**src/fsp_pkg.sv**
```systemverilog
package fsp_pkg;
	// ----------------------------------------------------------------
	// register byte offsets
	// ----------------------------------------------------------------
	localparam logic [7:0] OFF_CTRL   = 8'h00;  // self_program_control_reg
	localparam logic [7:0] OFF_LOCK   = 8'h04;  // section lock bits
	localparam logic [7:0] OFF_STATUS = 8'h08;  // sticky event bits, write one to clear
	localparam logic [7:0] OFF_MASK   = 8'h0C;  // interrupt mask, same layout
	localparam logic [7:0] OFF_INFO   = 8'h10;  // section boundary, read only

	// ----------------------------------------------------------------
	// control register fields
	// ----------------------------------------------------------------
	localparam int BIT_IE   = 7;  // program_ready_irq_enable
	localparam int BIT_BUSY = 6;  // concurrent_read_busy_flag, read only
	localparam int BIT_RE   = 4;  // read-enable of concurrent_read_section
	localparam int BIT_LOCK = 3;  // lock_bits_set_bit
	localparam int BIT_PW   = 2;  // page write
	localparam int BIT_PE   = 1;  // page erase
	localparam int BIT_EN   = 0;  // self-program enable
	localparam logic [7:0] CTRL_RST = 8'h00;
	localparam logic [7:0] CTRL_WMASK = 8'h9F;  // writable control bits

	// ----------------------------------------------------------------
	// lock, status and mask fields
	// ----------------------------------------------------------------
	localparam int LOCK_APP = 0;  // 1: no erase or write of application section
	localparam int LOCK_LDR = 1;  // 1: no erase or write of loader_section
	localparam logic [1:0] LOCK_RST = 2'h0;
	localparam int STS_DONE = 0;  // an operation completed
	localparam int STS_REFUSED = 1;  // a store was ignored
	localparam logic [1:0] STS_RST = 2'h0;

	// ----------------------------------------------------------------
	// flash geometry and timing
	// ----------------------------------------------------------------
	localparam int FLASH_AW = 13;  // word address width
	localparam int HALT_WORDS = 1024;  // halting_section size at the top
	localparam int LDR_MIN_WORDS = 128;  // smallest loader_section
	localparam int PAGE_WORDS = 64;  // page_size_bytes is twice this
	localparam int CLK_PERIOD_NS = 10;
	localparam int PROG_TIME_NS = 4_000_000;  // erase or write time
	localparam int PROG_CYCLES = (PROG_TIME_NS + CLK_PERIOD_NS - 1) / CLK_PERIOD_NS;

	// ----------------------------------------------------------------
	// sequencer states
	// ----------------------------------------------------------------
	typedef enum logic [1:0] {
		ST_IDLE = 2'b00,
		ST_RUN  = 2'b01,
		ST_DONE = 2'b11
	} fsp_state_t;
endpackage

```
**src/fsp_if.sv**
```systemverilog
`timescale 1ns/10ps
`default_nettype none
// register access strobes between bus slave and register file
interface fsp_reg_if;
	logic        wr_en;    // one-cycle write strobe
	logic [7:0]  wr_addr;  // write byte address
	logic [31:0] wr_data;  // write data
	logic [3:0]  wr_strb;  // byte enables
	logic        wr_hit;   // write address mapped
	logic [7:0]  rd_addr;  // read byte address
	logic [31:0] rd_data;  // read data for rd_addr
	logic        rd_hit;   // read address mapped
	modport slave (output wr_en, wr_addr, wr_data, wr_strb, rd_addr,
		input wr_hit, rd_data, rd_hit);
	modport regs (input wr_en, wr_addr, wr_data, wr_strb, rd_addr,
		output wr_hit, rd_data, rd_hit);
endinterface

// operation timer handshake
interface fsp_tmr_if;
	logic        start;   // one-cycle start pulse
	logic [31:0] cycles;  // duration in clock cycles
	logic        done;    // one-cycle pulse at the end
	modport owner (output start, cycles, input done);
	modport timer (input start, cycles, output done);
endinterface
`default_nettype wire

```
**src/fsp_axil_slave.sv**
```systemverilog
`timescale 1ns/10ps
`default_nettype none
module fsp_axil_slave (
	// clock and reset
	input  wire logic        aclk,
	input  wire logic        aresetn,
	input  wire logic        ce,
	// write address and data
	input  wire logic [7:0]  awaddr,
	input  wire logic        awvalid,
	output logic             awready,
	input  wire logic [31:0] wdata,
	input  wire logic [3:0]  wstrb,
	input  wire logic        wvalid,
	output logic             wready,
	// write response
	output logic [1:0]       bresp,
	output logic             bvalid,
	input  wire logic        bready,
	// read address and data
	input  wire logic [7:0]  araddr,
	input  wire logic        arvalid,
	output logic             arready,
	output logic [31:0]      rdata,
	output logic [1:0]       rresp,
	output logic             rvalid,
	input  wire logic        rready,
	// register file side
	fsp_reg_if.slave         rf
);
	logic        aw_ok_r;   // address held
	logic        w_ok_r;    // data held
	logic [7:0]  awaddr_r;
	logic [31:0] wdata_r;
	logic [3:0]  wstrb_r;
	logic        bvalid_r;
	logic [1:0]  bresp_r;
	logic        rvalid_r;
	logic [31:0] rdata_r;
	logic [1:0]  rresp_r;
	wire         do_wr = aw_ok_r & w_ok_r & ~bvalid_r;  // both halves in
	wire         do_rd = arvalid & arready;

	// ----------------------------------------------------------------
	// handshakes, frozen while ce is low
	// ----------------------------------------------------------------
	assign awready = ce & ~aw_ok_r & ~bvalid_r;
	assign wready  = ce & ~w_ok_r & ~bvalid_r;
	assign arready = ce & ~rvalid_r;
	assign bvalid  = bvalid_r;
	assign bresp   = bresp_r;
	assign rvalid  = rvalid_r;
	assign rdata   = rdata_r;
	assign rresp   = rresp_r;
	assign rf.wr_en   = ce & do_wr;
	assign rf.wr_addr = awaddr_r;
	assign rf.wr_data = wdata_r;
	assign rf.wr_strb = wstrb_r;
	assign rf.rd_addr = araddr;

	// write channel: okay for mapped, slave error otherwise
	always_ff @(posedge aclk) begin
		if (!aresetn) begin
			aw_ok_r <= 1'b0;
			w_ok_r <= 1'b0;
			awaddr_r <= 8'h00;
			wdata_r <= 32'h0000_0000;
			wstrb_r <= 4'h0;
			bvalid_r <= 1'b0;
			bresp_r <= 2'h0;
		end else if (ce) begin
			if (awvalid && awready) begin
				aw_ok_r <= 1'b1;
				awaddr_r <= awaddr;
			end
			if (wvalid && wready) begin
				w_ok_r <= 1'b1;
				wdata_r <= wdata;
				wstrb_r <= wstrb;
			end
			if (do_wr) begin
				aw_ok_r <= 1'b0;
				w_ok_r <= 1'b0;
				bvalid_r <= 1'b1;
				bresp_r <= rf.wr_hit ? 2'h0 : 2'h2;
			end else if (bvalid_r && bready) begin
				bvalid_r <= 1'b0;
			end
		end
	end

	// read channel: data captured at the address handshake
	always_ff @(posedge aclk) begin
		if (!aresetn) begin
			rvalid_r <= 1'b0;
			rdata_r <= 32'h0000_0000;
			rresp_r <= 2'h0;
		end else if (ce) begin
			if (do_rd) begin
				rvalid_r <= 1'b1;
				rdata_r <= rf.rd_data;
				rresp_r <= rf.rd_hit ? 2'h0 : 2'h2;
			end else if (rvalid_r && rready) begin
				rvalid_r <= 1'b0;
			end
		end
	end
endmodule
`default_nettype wire

```
**src/fsp_op_timer.sv**
```systemverilog
`timescale 1ns/10ps
`default_nettype none
module fsp_op_timer (
	// clock and reset
	input  wire logic aclk,
	input  wire logic aresetn,
	input  wire logic ce,
	// control
	fsp_tmr_if.timer  tmr
);
	logic [31:0] cnt_r;   // cycles left
	logic        run_r;   // counting
	logic        done_r;  // end pulse

	assign tmr.done = done_r;

	// ----------------------------------------------------------------
	// down counter, done pulses in the cycle after the last count
	// ----------------------------------------------------------------
	always_ff @(posedge aclk) begin
		if (!aresetn) begin
			cnt_r <= 32'h0000_0000;
			run_r <= 1'b0;
			done_r <= 1'b0;
		end else if (ce) begin
			done_r <= 1'b0;
			if (tmr.start) begin
				cnt_r <= tmr.cycles;
				run_r <= 1'b1;
			end else if (run_r) begin
				cnt_r <= cnt_r - 32'h0000_0001;
				if (cnt_r <= 32'h0000_0001) begin
					run_r <= 1'b0;
					done_r <= 1'b1;
				end
			end
		end
	end
endmodule
`default_nettype wire

```
**src/fsp_top.sv**
```systemverilog
// The implementer's own choices: the AXI4-Lite interface to the registers and the address map.
`timescale 1ns/10ps
`default_nettype none
// How it works
// - stores fetched from application section are ignored
// - loader stores may target any flash page
// - fuses set boundary; sections lock independently
// - concurrent section programming never stalls core
// - halting section programming stalls core throughout
// - target address, not fetch address, picks mode
// - busy flag set while concurrent section blocked
// - loader section always inside halting section
// - programming per page; fetch stalls only for halting section pages
// - control register layout, all reset zero
module fsp_top #(
	parameter int unsigned PROG_CYCLES = fsp_pkg::PROG_CYCLES,
	parameter int unsigned FLASH_AW    = fsp_pkg::FLASH_AW,
	parameter int unsigned HALT_WORDS  = fsp_pkg::HALT_WORDS,
	parameter int unsigned LDR_MIN     = fsp_pkg::LDR_MIN_WORDS,
	parameter int unsigned PAGE_WORDS  = fsp_pkg::PAGE_WORDS
) (
	// clock, reset, enable
	input  wire logic                aclk,
	input  wire logic                aresetn,
	input  wire logic                ce,
	// axi4-lite register bus
	input  wire logic [7:0]          s_axi_awaddr,
	input  wire logic                s_axi_awvalid,
	output logic                     s_axi_awready,
	input  wire logic [31:0]         s_axi_wdata,
	input  wire logic [3:0]          s_axi_wstrb,
	input  wire logic                s_axi_wvalid,
	output logic                     s_axi_wready,
	output logic [1:0]               s_axi_bresp,
	output logic                     s_axi_bvalid,
	input  wire logic                s_axi_bready,
	input  wire logic [7:0]          s_axi_araddr,
	input  wire logic                s_axi_arvalid,
	output logic                     s_axi_arready,
	output logic [31:0]              s_axi_rdata,
	output logic [1:0]               s_axi_rresp,
	output logic                     s_axi_rvalid,
	input  wire logic                s_axi_rready,
	// core store-to-program-memory request
	input  wire logic                spm_req,
	input  wire logic [FLASH_AW-1:0] spm_pc,
	input  wire logic [FLASH_AW-1:0] spm_addr,
	input  wire logic [15:0]         spm_wdata,
	// fuse pins
	input  wire logic [1:0]          boot_size_fuses,
	// flash array side
	output logic                     flash_erase,
	output logic                     flash_write,
	output logic [FLASH_AW-1:0]      flash_page,
	output logic                     buf_we,
	output logic [FLASH_AW-1:0]      buf_addr,
	output logic [15:0]              buf_data,
	// core side status
	output logic                     core_stall,
	output logic                     concurrent_read_busy_flag,
	output logic                     irq
);
	localparam logic [FLASH_AW-1:0] HALT_START = FLASH_AW'((1 << FLASH_AW) - HALT_WORDS);
	localparam logic [FLASH_AW-1:0] PAGE_MASK  = ~FLASH_AW'(PAGE_WORDS - 1);

	// ----------------------------------------------------------------
	// address helpers
	// ----------------------------------------------------------------
	function automatic logic at_or_above(input logic [FLASH_AW-1:0] a,
		input logic [FLASH_AW-1:0] lim);
		return a >= lim;
	endfunction

	// register offsets that answer okay
	function automatic logic mapped(input logic [7:0] a);
		return (a == fsp_pkg::OFF_CTRL) | (a == fsp_pkg::OFF_LOCK)
			| (a == fsp_pkg::OFF_STATUS) | (a == fsp_pkg::OFF_MASK) | (a == fsp_pkg::OFF_INFO);
	endfunction

	// ----------------------------------------------------------------
	// state
	// ----------------------------------------------------------------
	fsp_pkg::fsp_state_t state_r;  // sequencer state
	logic [7:0] ctrl_r;           // writable control bits, busy kept apart
	logic       busy_r;           // concurrent section blocked
	logic       stall_r;          // halting-section operation running
	logic [1:0] lock_r;           // section locks
	logic [1:0] sts_r;            // sticky events
	logic [1:0] mask_r;           // event mask
	logic [1:0] fz1_r;            // fuse synchroniser, first stage
	logic [1:0] fz2_r;            // fuse synchroniser, second stage
	logic       erase_r;          // flash erase pulse
	logic       write_r;          // flash write pulse
	logic [FLASH_AW-1:0] page_r;  // target page
	logic       bwe_r;            // page buffer write pulse
	logic [FLASH_AW-1:0] baddr_r; // buffer word address
	logic [15:0] bdata_r;         // buffer data

	fsp_reg_if rf ();
	fsp_tmr_if tmr ();

	// ----------------------------------------------------------------
	// section boundaries
	// ----------------------------------------------------------------
	wire [FLASH_AW:0] ldr_raw = (FLASH_AW+1)'(LDR_MIN) << (~fz2_r);
	wire [FLASH_AW:0] ldr_words = (ldr_raw > (FLASH_AW+1)'(HALT_WORDS)) ?
		(FLASH_AW+1)'(HALT_WORDS) : ldr_raw;
	wire [FLASH_AW-1:0] boot_start = FLASH_AW'((1 << FLASH_AW) - ldr_words);

	// ----------------------------------------------------------------
	// store decode
	// ----------------------------------------------------------------
	wire idle      = (state_r == fsp_pkg::ST_IDLE);
	wire en        = ctrl_r[fsp_pkg::BIT_EN];
	wire from_ldr  = at_or_above(spm_pc, boot_start);
	wire tgt_ldr   = at_or_above(spm_addr, boot_start);
	wire tgt_halt  = at_or_above(spm_addr, HALT_START);
	wire tgt_lock  = tgt_ldr ? lock_r[fsp_pkg::LOCK_LDR] : lock_r[fsp_pkg::LOCK_APP];
	wire is_prog   = ctrl_r[fsp_pkg::BIT_PE] | ctrl_r[fsp_pkg::BIT_PW];
	wire store     = ce & spm_req & en & idle;
	wire refuse    = store & (~from_ldr | (is_prog & tgt_lock));
	wire accept    = store & ~refuse;
	wire do_prog   = accept & is_prog;
	wire do_re     = accept & ~is_prog & ctrl_r[fsp_pkg::BIT_RE];
	wire do_lock   = accept & ~is_prog & ~ctrl_r[fsp_pkg::BIT_RE]
		& ctrl_r[fsp_pkg::BIT_LOCK];
	wire do_fill   = accept & ~is_prog & ~ctrl_r[fsp_pkg::BIT_RE]
		& ~ctrl_r[fsp_pkg::BIT_LOCK];
	wire quick     = do_re | do_lock | do_fill;  // single-cycle operations
	wire prog_end  = ce & (state_r == fsp_pkg::ST_DONE);
	wire op_done   = quick | prog_end;

	// ----------------------------------------------------------------
	// register decode and read mux
	// ----------------------------------------------------------------
	wire wr_ctrl = rf.wr_en & rf.wr_strb[0] & (rf.wr_addr == fsp_pkg::OFF_CTRL);
	wire wr_lock = rf.wr_en & rf.wr_strb[0] & (rf.wr_addr == fsp_pkg::OFF_LOCK);
	wire wr_sts  = rf.wr_en & rf.wr_strb[0] & (rf.wr_addr == fsp_pkg::OFF_STATUS);
	wire wr_mask = rf.wr_en & rf.wr_strb[0] & (rf.wr_addr == fsp_pkg::OFF_MASK);
	wire [7:0] ctrl_view = {ctrl_r[7], busy_r, 1'b0, ctrl_r[4:0]};
	wire [1:0] sts_set = {refuse, op_done};

	assign rf.wr_hit = mapped(rf.wr_addr);
	assign rf.rd_hit = mapped(rf.rd_addr);
	always_comb begin
		if (rf.rd_addr == fsp_pkg::OFF_CTRL) begin
			rf.rd_data = {24'h00_0000, ctrl_view};
		end else if (rf.rd_addr == fsp_pkg::OFF_LOCK) begin
			rf.rd_data = {30'h0000_0000, lock_r};
		end else if (rf.rd_addr == fsp_pkg::OFF_STATUS) begin
			rf.rd_data = {30'h0000_0000, sts_r};
		end else if (rf.rd_addr == fsp_pkg::OFF_MASK) begin
			rf.rd_data = {30'h0000_0000, mask_r};
		end else if (rf.rd_addr == fsp_pkg::OFF_INFO) begin
			rf.rd_data = {14'h0000, fz2_r, (16-FLASH_AW)'(0), boot_start};
		end else begin
			rf.rd_data = 32'h0000_0000;
		end
	end

	// ----------------------------------------------------------------
	// outputs
	// ----------------------------------------------------------------
	assign core_stall = stall_r;
	assign concurrent_read_busy_flag = busy_r;
	assign irq = |(sts_r & mask_r) | (ctrl_r[fsp_pkg::BIT_IE] & ~en);
	assign flash_erase = erase_r;
	assign flash_write = write_r;
	assign flash_page = page_r;
	assign buf_we = bwe_r;
	assign buf_addr = baddr_r;
	assign buf_data = bdata_r;
	assign tmr.start = do_prog;
	assign tmr.cycles = 32'(PROG_CYCLES);

	// ----------------------------------------------------------------
	// fuse pin synchroniser
	// ----------------------------------------------------------------
	always_ff @(posedge aclk) begin
		if (!aresetn) begin
			fz1_r <= 2'h0;
			fz2_r <= 2'h0;
		end else if (ce) begin
			fz1_r <= boot_size_fuses;
			fz2_r <= fz1_r;
		end
	end

	// ----------------------------------------------------------------
	// sequencer: idle, timed run, completion
	// ----------------------------------------------------------------
	always_ff @(posedge aclk) begin
		if (!aresetn) begin
			state_r <= fsp_pkg::ST_IDLE;
			stall_r <= 1'b0;
			busy_r <= 1'b0;
		end else if (ce) begin
			case (state_r)
				fsp_pkg::ST_IDLE: begin
					if (do_prog) begin
						state_r <= fsp_pkg::ST_RUN;
						stall_r <= tgt_halt;
						busy_r <= busy_r | ~tgt_halt;
					end else if (do_re) begin
						busy_r <= 1'b0;
					end
				end
				fsp_pkg::ST_RUN: begin
					if (tmr.done) begin
						state_r <= fsp_pkg::ST_DONE;
						stall_r <= 1'b0;
					end
				end
				fsp_pkg::ST_DONE: begin
					state_r <= fsp_pkg::ST_IDLE;
				end
				default: begin
					state_r <= fsp_pkg::ST_IDLE;
				end
			endcase
		end
	end

	// ----------------------------------------------------------------
	// control register: store completion beats software write
	// ----------------------------------------------------------------
	always_ff @(posedge aclk) begin
		if (!aresetn) begin
			ctrl_r <= fsp_pkg::CTRL_RST;
		end else if (ce) begin
			if (op_done) begin
				ctrl_r <= ctrl_r & 8'h80;
			end else if (wr_ctrl && idle) begin
				ctrl_r <= rf.wr_data[7:0] & fsp_pkg::CTRL_WMASK;
			end
		end
	end

	// ----------------------------------------------------------------
	// locks, status, mask; hardware set wins over clear
	// ----------------------------------------------------------------
	always_ff @(posedge aclk) begin
		if (!aresetn) begin
			lock_r <= fsp_pkg::LOCK_RST;
			sts_r <= fsp_pkg::STS_RST;
			mask_r <= fsp_pkg::STS_RST;
		end else if (ce) begin
			if (do_lock) begin
				lock_r <= lock_r | spm_wdata[1:0];
			end else if (wr_lock) begin
				lock_r <= lock_r | rf.wr_data[1:0];
			end
			if (wr_sts) begin
				sts_r <= (sts_r & ~rf.wr_data[1:0]) | sts_set;
			end else begin
				sts_r <= sts_r | sts_set;
			end
			if (wr_mask) begin
				mask_r <= rf.wr_data[1:0];
			end
		end
	end

	// ----------------------------------------------------------------
	// flash array and page buffer strobes
	// ----------------------------------------------------------------
	always_ff @(posedge aclk) begin
		if (!aresetn) begin
			erase_r <= 1'b0;
			write_r <= 1'b0;
			page_r <= '0;
			bwe_r <= 1'b0;
			baddr_r <= '0;
			bdata_r <= 16'h0000;
		end else if (ce) begin
			erase_r <= do_prog & ctrl_r[fsp_pkg::BIT_PE];
			write_r <= do_prog & ~ctrl_r[fsp_pkg::BIT_PE];
			bwe_r <= do_fill;
			if (do_prog) begin
				page_r <= spm_addr & PAGE_MASK;
			end
			if (do_fill) begin
				baddr_r <= spm_addr & ~PAGE_MASK;
				bdata_r <= spm_wdata;
			end
		end
	end

	// ----------------------------------------------------------------
	// submodules
	// ----------------------------------------------------------------
	fsp_axil_slave u_bus (
		.aclk    (aclk),
		.aresetn (aresetn),
		.ce      (ce),
		.awaddr  (s_axi_awaddr),
		.awvalid (s_axi_awvalid),
		.awready (s_axi_awready),
		.wdata   (s_axi_wdata),
		.wstrb   (s_axi_wstrb),
		.wvalid  (s_axi_wvalid),
		.wready  (s_axi_wready),
		.bresp   (s_axi_bresp),
		.bvalid  (s_axi_bvalid),
		.bready  (s_axi_bready),
		.araddr  (s_axi_araddr),
		.arvalid (s_axi_arvalid),
		.arready (s_axi_arready),
		.rdata   (s_axi_rdata),
		.rresp   (s_axi_rresp),
		.rvalid  (s_axi_rvalid),
		.rready  (s_axi_rready),
		.rf      (rf.slave)
	);

	fsp_op_timer u_tmr (
		.aclk    (aclk),
		.aresetn (aresetn),
		.ce      (ce),
		.tmr     (tmr.timer)
	);
endmodule
`default_nettype wire

```
**config.mk**
```make
export PLATFORM = sky130hd
export DESIGN_NAME = fsp_top
export DESIGN_NICKNAME = d
export VERILOG_FILES = /design/src/fsp_pkg.sv /design/src/fsp_if.sv /design/src/fsp_axil_slave.sv /design/src/fsp_op_timer.sv /design/src/fsp_top.sv
export SDC_FILE = /design/constraint.sdc
export NUM_CORES = 1
export LEC_CHECK = 0
export BUFFER_PORTS_ARGS = -buffer_cell sky130_fd_sc_hd__buf_4
export CELL_PAD_IN_SITES_DETAIL_PLACEMENT = 1
export CELL_PAD_IN_SITES_GLOBAL_PLACEMENT = 2
export CORE_MARGIN = 10
export CORE_UTILIZATION = 24
export CTS_BUF_LIST = sky130_fd_sc_hd__clkbuf_16
export CTS_CLUSTER_DIAMETER = 60
export CTS_CLUSTER_SIZE = 30
export DETAILED_ROUTE_END_ITERATION = 8
export GPL_TIMING_DRIVEN = 0
export PLACE_DENSITY_LB_ADDON = 0.1
export SYNTH_ARGS = -nofsm -noshare
export SYNTH_HDL_FRONTEND = slang
export SYNTH_SLANG_ARGS = --single-unit
```
**constraint.sdc**
```tcl
create_clock -name aclk -period 5.83 [get_ports aclk]
set_input_delay 1.4575 -clock aclk [delete_from_list [all_inputs] [get_ports aclk]]
set_output_delay 1.4575 -clock aclk [all_outputs]
set_load 0.01 [all_outputs]
```
==> flow_metrics.tcl <==
set metrics [dict create \
    cp-start-kind "input pin" \
    period_share_pct 69.5 \
    cp_cell_sequence "buf_4, ha_1, or3b_2, a211oi_1, o211a_1, a21o_1, clkbuf_1, clkbuf_1, o21ai_0, a21oi_1" \
    critical_path_buf_inv_count 3 \
    coreArea_mm2 0.0236 \
    portBuffers 130 \
    synthArstFlopShare_pct 0 \
    power_leakage_nw 3.24 \
    hold_path.class "reg2reg" \
    crit_fanout 10 \
    setup_viol 0 \
    status "finished clean" \
    worstMarginPinSlew_ns 0.854 \
    cpMaxStageDelayCell "clkbuf_1" \
    fp.dieH_um 175 \
    crit_top_cell "clkbuf_1" \
    drtAntennaViolNets 0 \
    startpoint "spm_addr[7]" \
    ys_seq_area_share_pct 41.8 \
    cap_violations 0 \
    firstDrtPassIters 4 \
    cts_tree "done" \
    dp_slack_ns 1.33 \
    cp_top_family "compound AO/OA/AOI/OAI gates" \
    wl_per_cell_um 18.0 \
    whs_endpoint "u_bus.rf.wr_addr[0]" \
    min_period_ns 4.05 \
    end_kind "flip-flop" \
    finalHoldViolCount 0 \
    finClkSkew_ns 0.0130 \
    clockBufferDepth 2 \
    synth_seq_cells 121 \
    ctsResizeCount 0 \
    relSlewSlack_pct 42.6 \
    fillCellCount 2839 \
    rr_worst_depth 11 \
    hpwlAfterDp_um 16800 \
    io_pins 194 \
    power_density_mw_per_mm2 265 \
    r2r-end "flash_page[12]" \
    reg2reg_from "fz2_r[1]" \
    syn_avg_cell_area_um2 8.57 \
    rows 56 \
    tns_ns 0 \
    drive_gt1_share_pct 25.9 \
    synth.distinct_cells 64 \
    routed_wl_um 21500 \
    slowest_delay_ns 0.54 \
    arrival_ns 4.40 \
    finish.net_count 973 \
    ir_worst_vdd_mv 0.181 \
    initial_core_util_pct 24.5 \
    critical_path_required_ns 6.18 \
    drcViolationCount 0 \
    final_cell_mix "buf_4 (163), dfxtp_1 (121), nor2_1 (93)" \
    final_common_cell "buf_4" \
    yosys_warnings 0 \
    synth_ff_type "dfxtp_1" \
    fin_ws_ns 1.78 \
    postCtsSetupBuffers 0 \
    hold_start "u_bus.rf.wr_addr[0]" \
    clkLatencyLatePin_ns 0.42 \
    syn_area_mm2 0.00579 \
    grt_max_degree 17 \
    ctsRootBufferMaster "clkbuf_16" \
    rsz0062_at_grt "no" \
    hold_buffers 0 \
    path_clk_slew_ns 0.06 \
    via_per_inst 4.61 \
    grt_pass1_vias 6002 \
    numCtsBuffers 17 \
    die-area_mm2 0.0307 \
    rrSetupSlack_ns 1.84 \
    critPathKind "in2reg" \
    grt_pass1_wl_um 33700 \
    fmax_mhz 247 \
    netlist_instances 676 \
    num_vias 5494 \
    antenna_found_initial 0 \
    die_w_um 175 \
    drt_first_iter_violations 174 \
    maxSlewViolCount 0 \
    syn_to_final_growth_pct 36.3 \
    groute.usage.overall_pct 13.9 \
    synth_edf_count 0 \
    routabilityCongestion 0.812 \
    h-tree-depth 4 \
    grt_remaining_overflow 0 \
    diodes 0 \
    hold_depth 2 \
    cts.sinks 121 \
]
==> Yosys cell counts (3+ instances only) <==
master / n / area [um2]
dfxtp_1: 121 / 2420
nor2_1: 93 / 349
nand2_1: 71 / 267
a21oi_1: 46 / 230
mux2i_1: 41 / 410
buf_4: 33 / 248
clkbuf_1: 28 / 105
xnor2_1: 22 / 193
nand3_1: 21 / 105
nor3_1: 20 / 100
o2111ai_1: 19 / 166
inv_1: 16 / 60.1
o21ai_0: 13 / 65.1
nor4_1: 12 / 75.1
ha_1: 9 / 113
a211oi_1: 7 / 52.6
and2_1: 6 / 37.5
nand2b_1: 6 / 37.5
or2_2: 6 / 37.5
buf_2: 5 / 25.0
a22oi_1: 4 / 30.0
and3_1: 4 / 25.0
nand3b_1: 4 / 30.0
nand4_1: 4 / 25.0
and4b_1: 3 / 30.0
or3_1: 3 / 18.8
or3_2: 3 / 22.5
or4_1: 3 / 22.5
or4_4: 3 / 33.8
==> routing by layer <==
metal | up-vias | routed length, um | track usage, %
li1 | 2689 | - | -
met1 | 2640 | 10000 | 17.4
met4 | 0 | 211 | 3.64
met3 | 17 | 1570 | 4.91
met2 | 148 | 9660 | 22.3
met5 | - | 0 | 0
==> how the worst max path moves through the flow <==
stage | to | slack [ns] | depth (start not counted)
floorplan | state_r[1] | 2.12 | 8
global placement | flash_page[12] | 1.40 | 9
detailed placement | u_tmr.cnt_r[5] | 1.33 | 9
CTS | u_tmr.cnt_r[5] | 1.76 | 9
global route | u_tmr.cnt_r[13] | 1.41 | 10
finish | flash_page[12] | 1.78 | 10
==> cells by family (layout without fill, tap and decap cells) <==
group / after synthesis / after routing / share of synthesized area (%)
xor gates and xnor gates: 23 / 23 / 3.48
AOI/OAI and AO/OA: 117 / 117 / 13.9
and+or+nand+nor: 276 / 276 / 23.4
muxes: 43 / 43 / 7.48
buffers and inverters: 86 / 248 / 7.95
DFF: 121 / 121 / 41.8
other: 1 / 35 / 0.0648
adders and majority gates: 9 / 9 / 1.94
==> sequential cells by signal (all words and copies together), names as in the netlist, 2 cells and up <==
signal	flops
u_tmr.cnt_r	32
buf_data	16
u_bus.rdata	14
u_bus.rf.wr_addr	8
flash_page	7
buf_addr	6
ctrl_r	6
u_bus.rf.wr_data	6
fz1_r	2
fz2_r	2
lock_r	2
mask_r	2
state_r	2
sts_r	2
==> report_power, final <==
| group | internal (mW) | leakage (nW) | switching (mW) |
|---|---|---|---|
| sequential | 0.836 | 0.977 | 0.00774 |
| combinational | 0.0747 | 1.97 | 0.0845 |
| clock | 0.672 | 0.287 | 0.418 |
==> per-stage QoR <==
step           instances  hold WS (ns)  utilization (%)  cell area [um2]  total power, mW
5_1_grt             1191         0.466             33.4             7890             2.19
4_1_cts             1191         0.452             33.4             7890             2.12
6_report            1191         0.451             33.4             7890             2.09
3_5_place_dp        1159         0.444             30.9             7290             1.02
2_1_floorplan        710         0.431                -             5920            0.942
3_3_place_gp        1159         0.445             30.9             7290             1.02
==> layout make-up <==
class | count | area, um2 | share of cell area [%]
tap | 319 | 399 | 5.06
clock buffer | 17 | 425 | 5.39
multi-input combinational | 503 | 3040 | 38.5
sequential | 121 | 2420 | 30.7
timing repair buffer | 130 | 976 | 12.4
inverter | 17 | 63.8 | 0.808
buffer | 69 | 397 | 5.02
clock inverter | 15 | 175 | 2.22
==> worst register-to-register path: stages (launching register included) <==
cell and delay (ns):
dfxtp_1 0.30, clkbuf_1 0.45, nand2_1 0.21, ha_1 0.46, or3b_2 0.47, a211oi_1 0.33
o211a_1 0.29, a21o_1 0.16, clkbuf_1 0.40, clkbuf_1 0.54, o21ai_0 0.17, a21oi_1 0.16
Power figures use the tool's default switching activity.
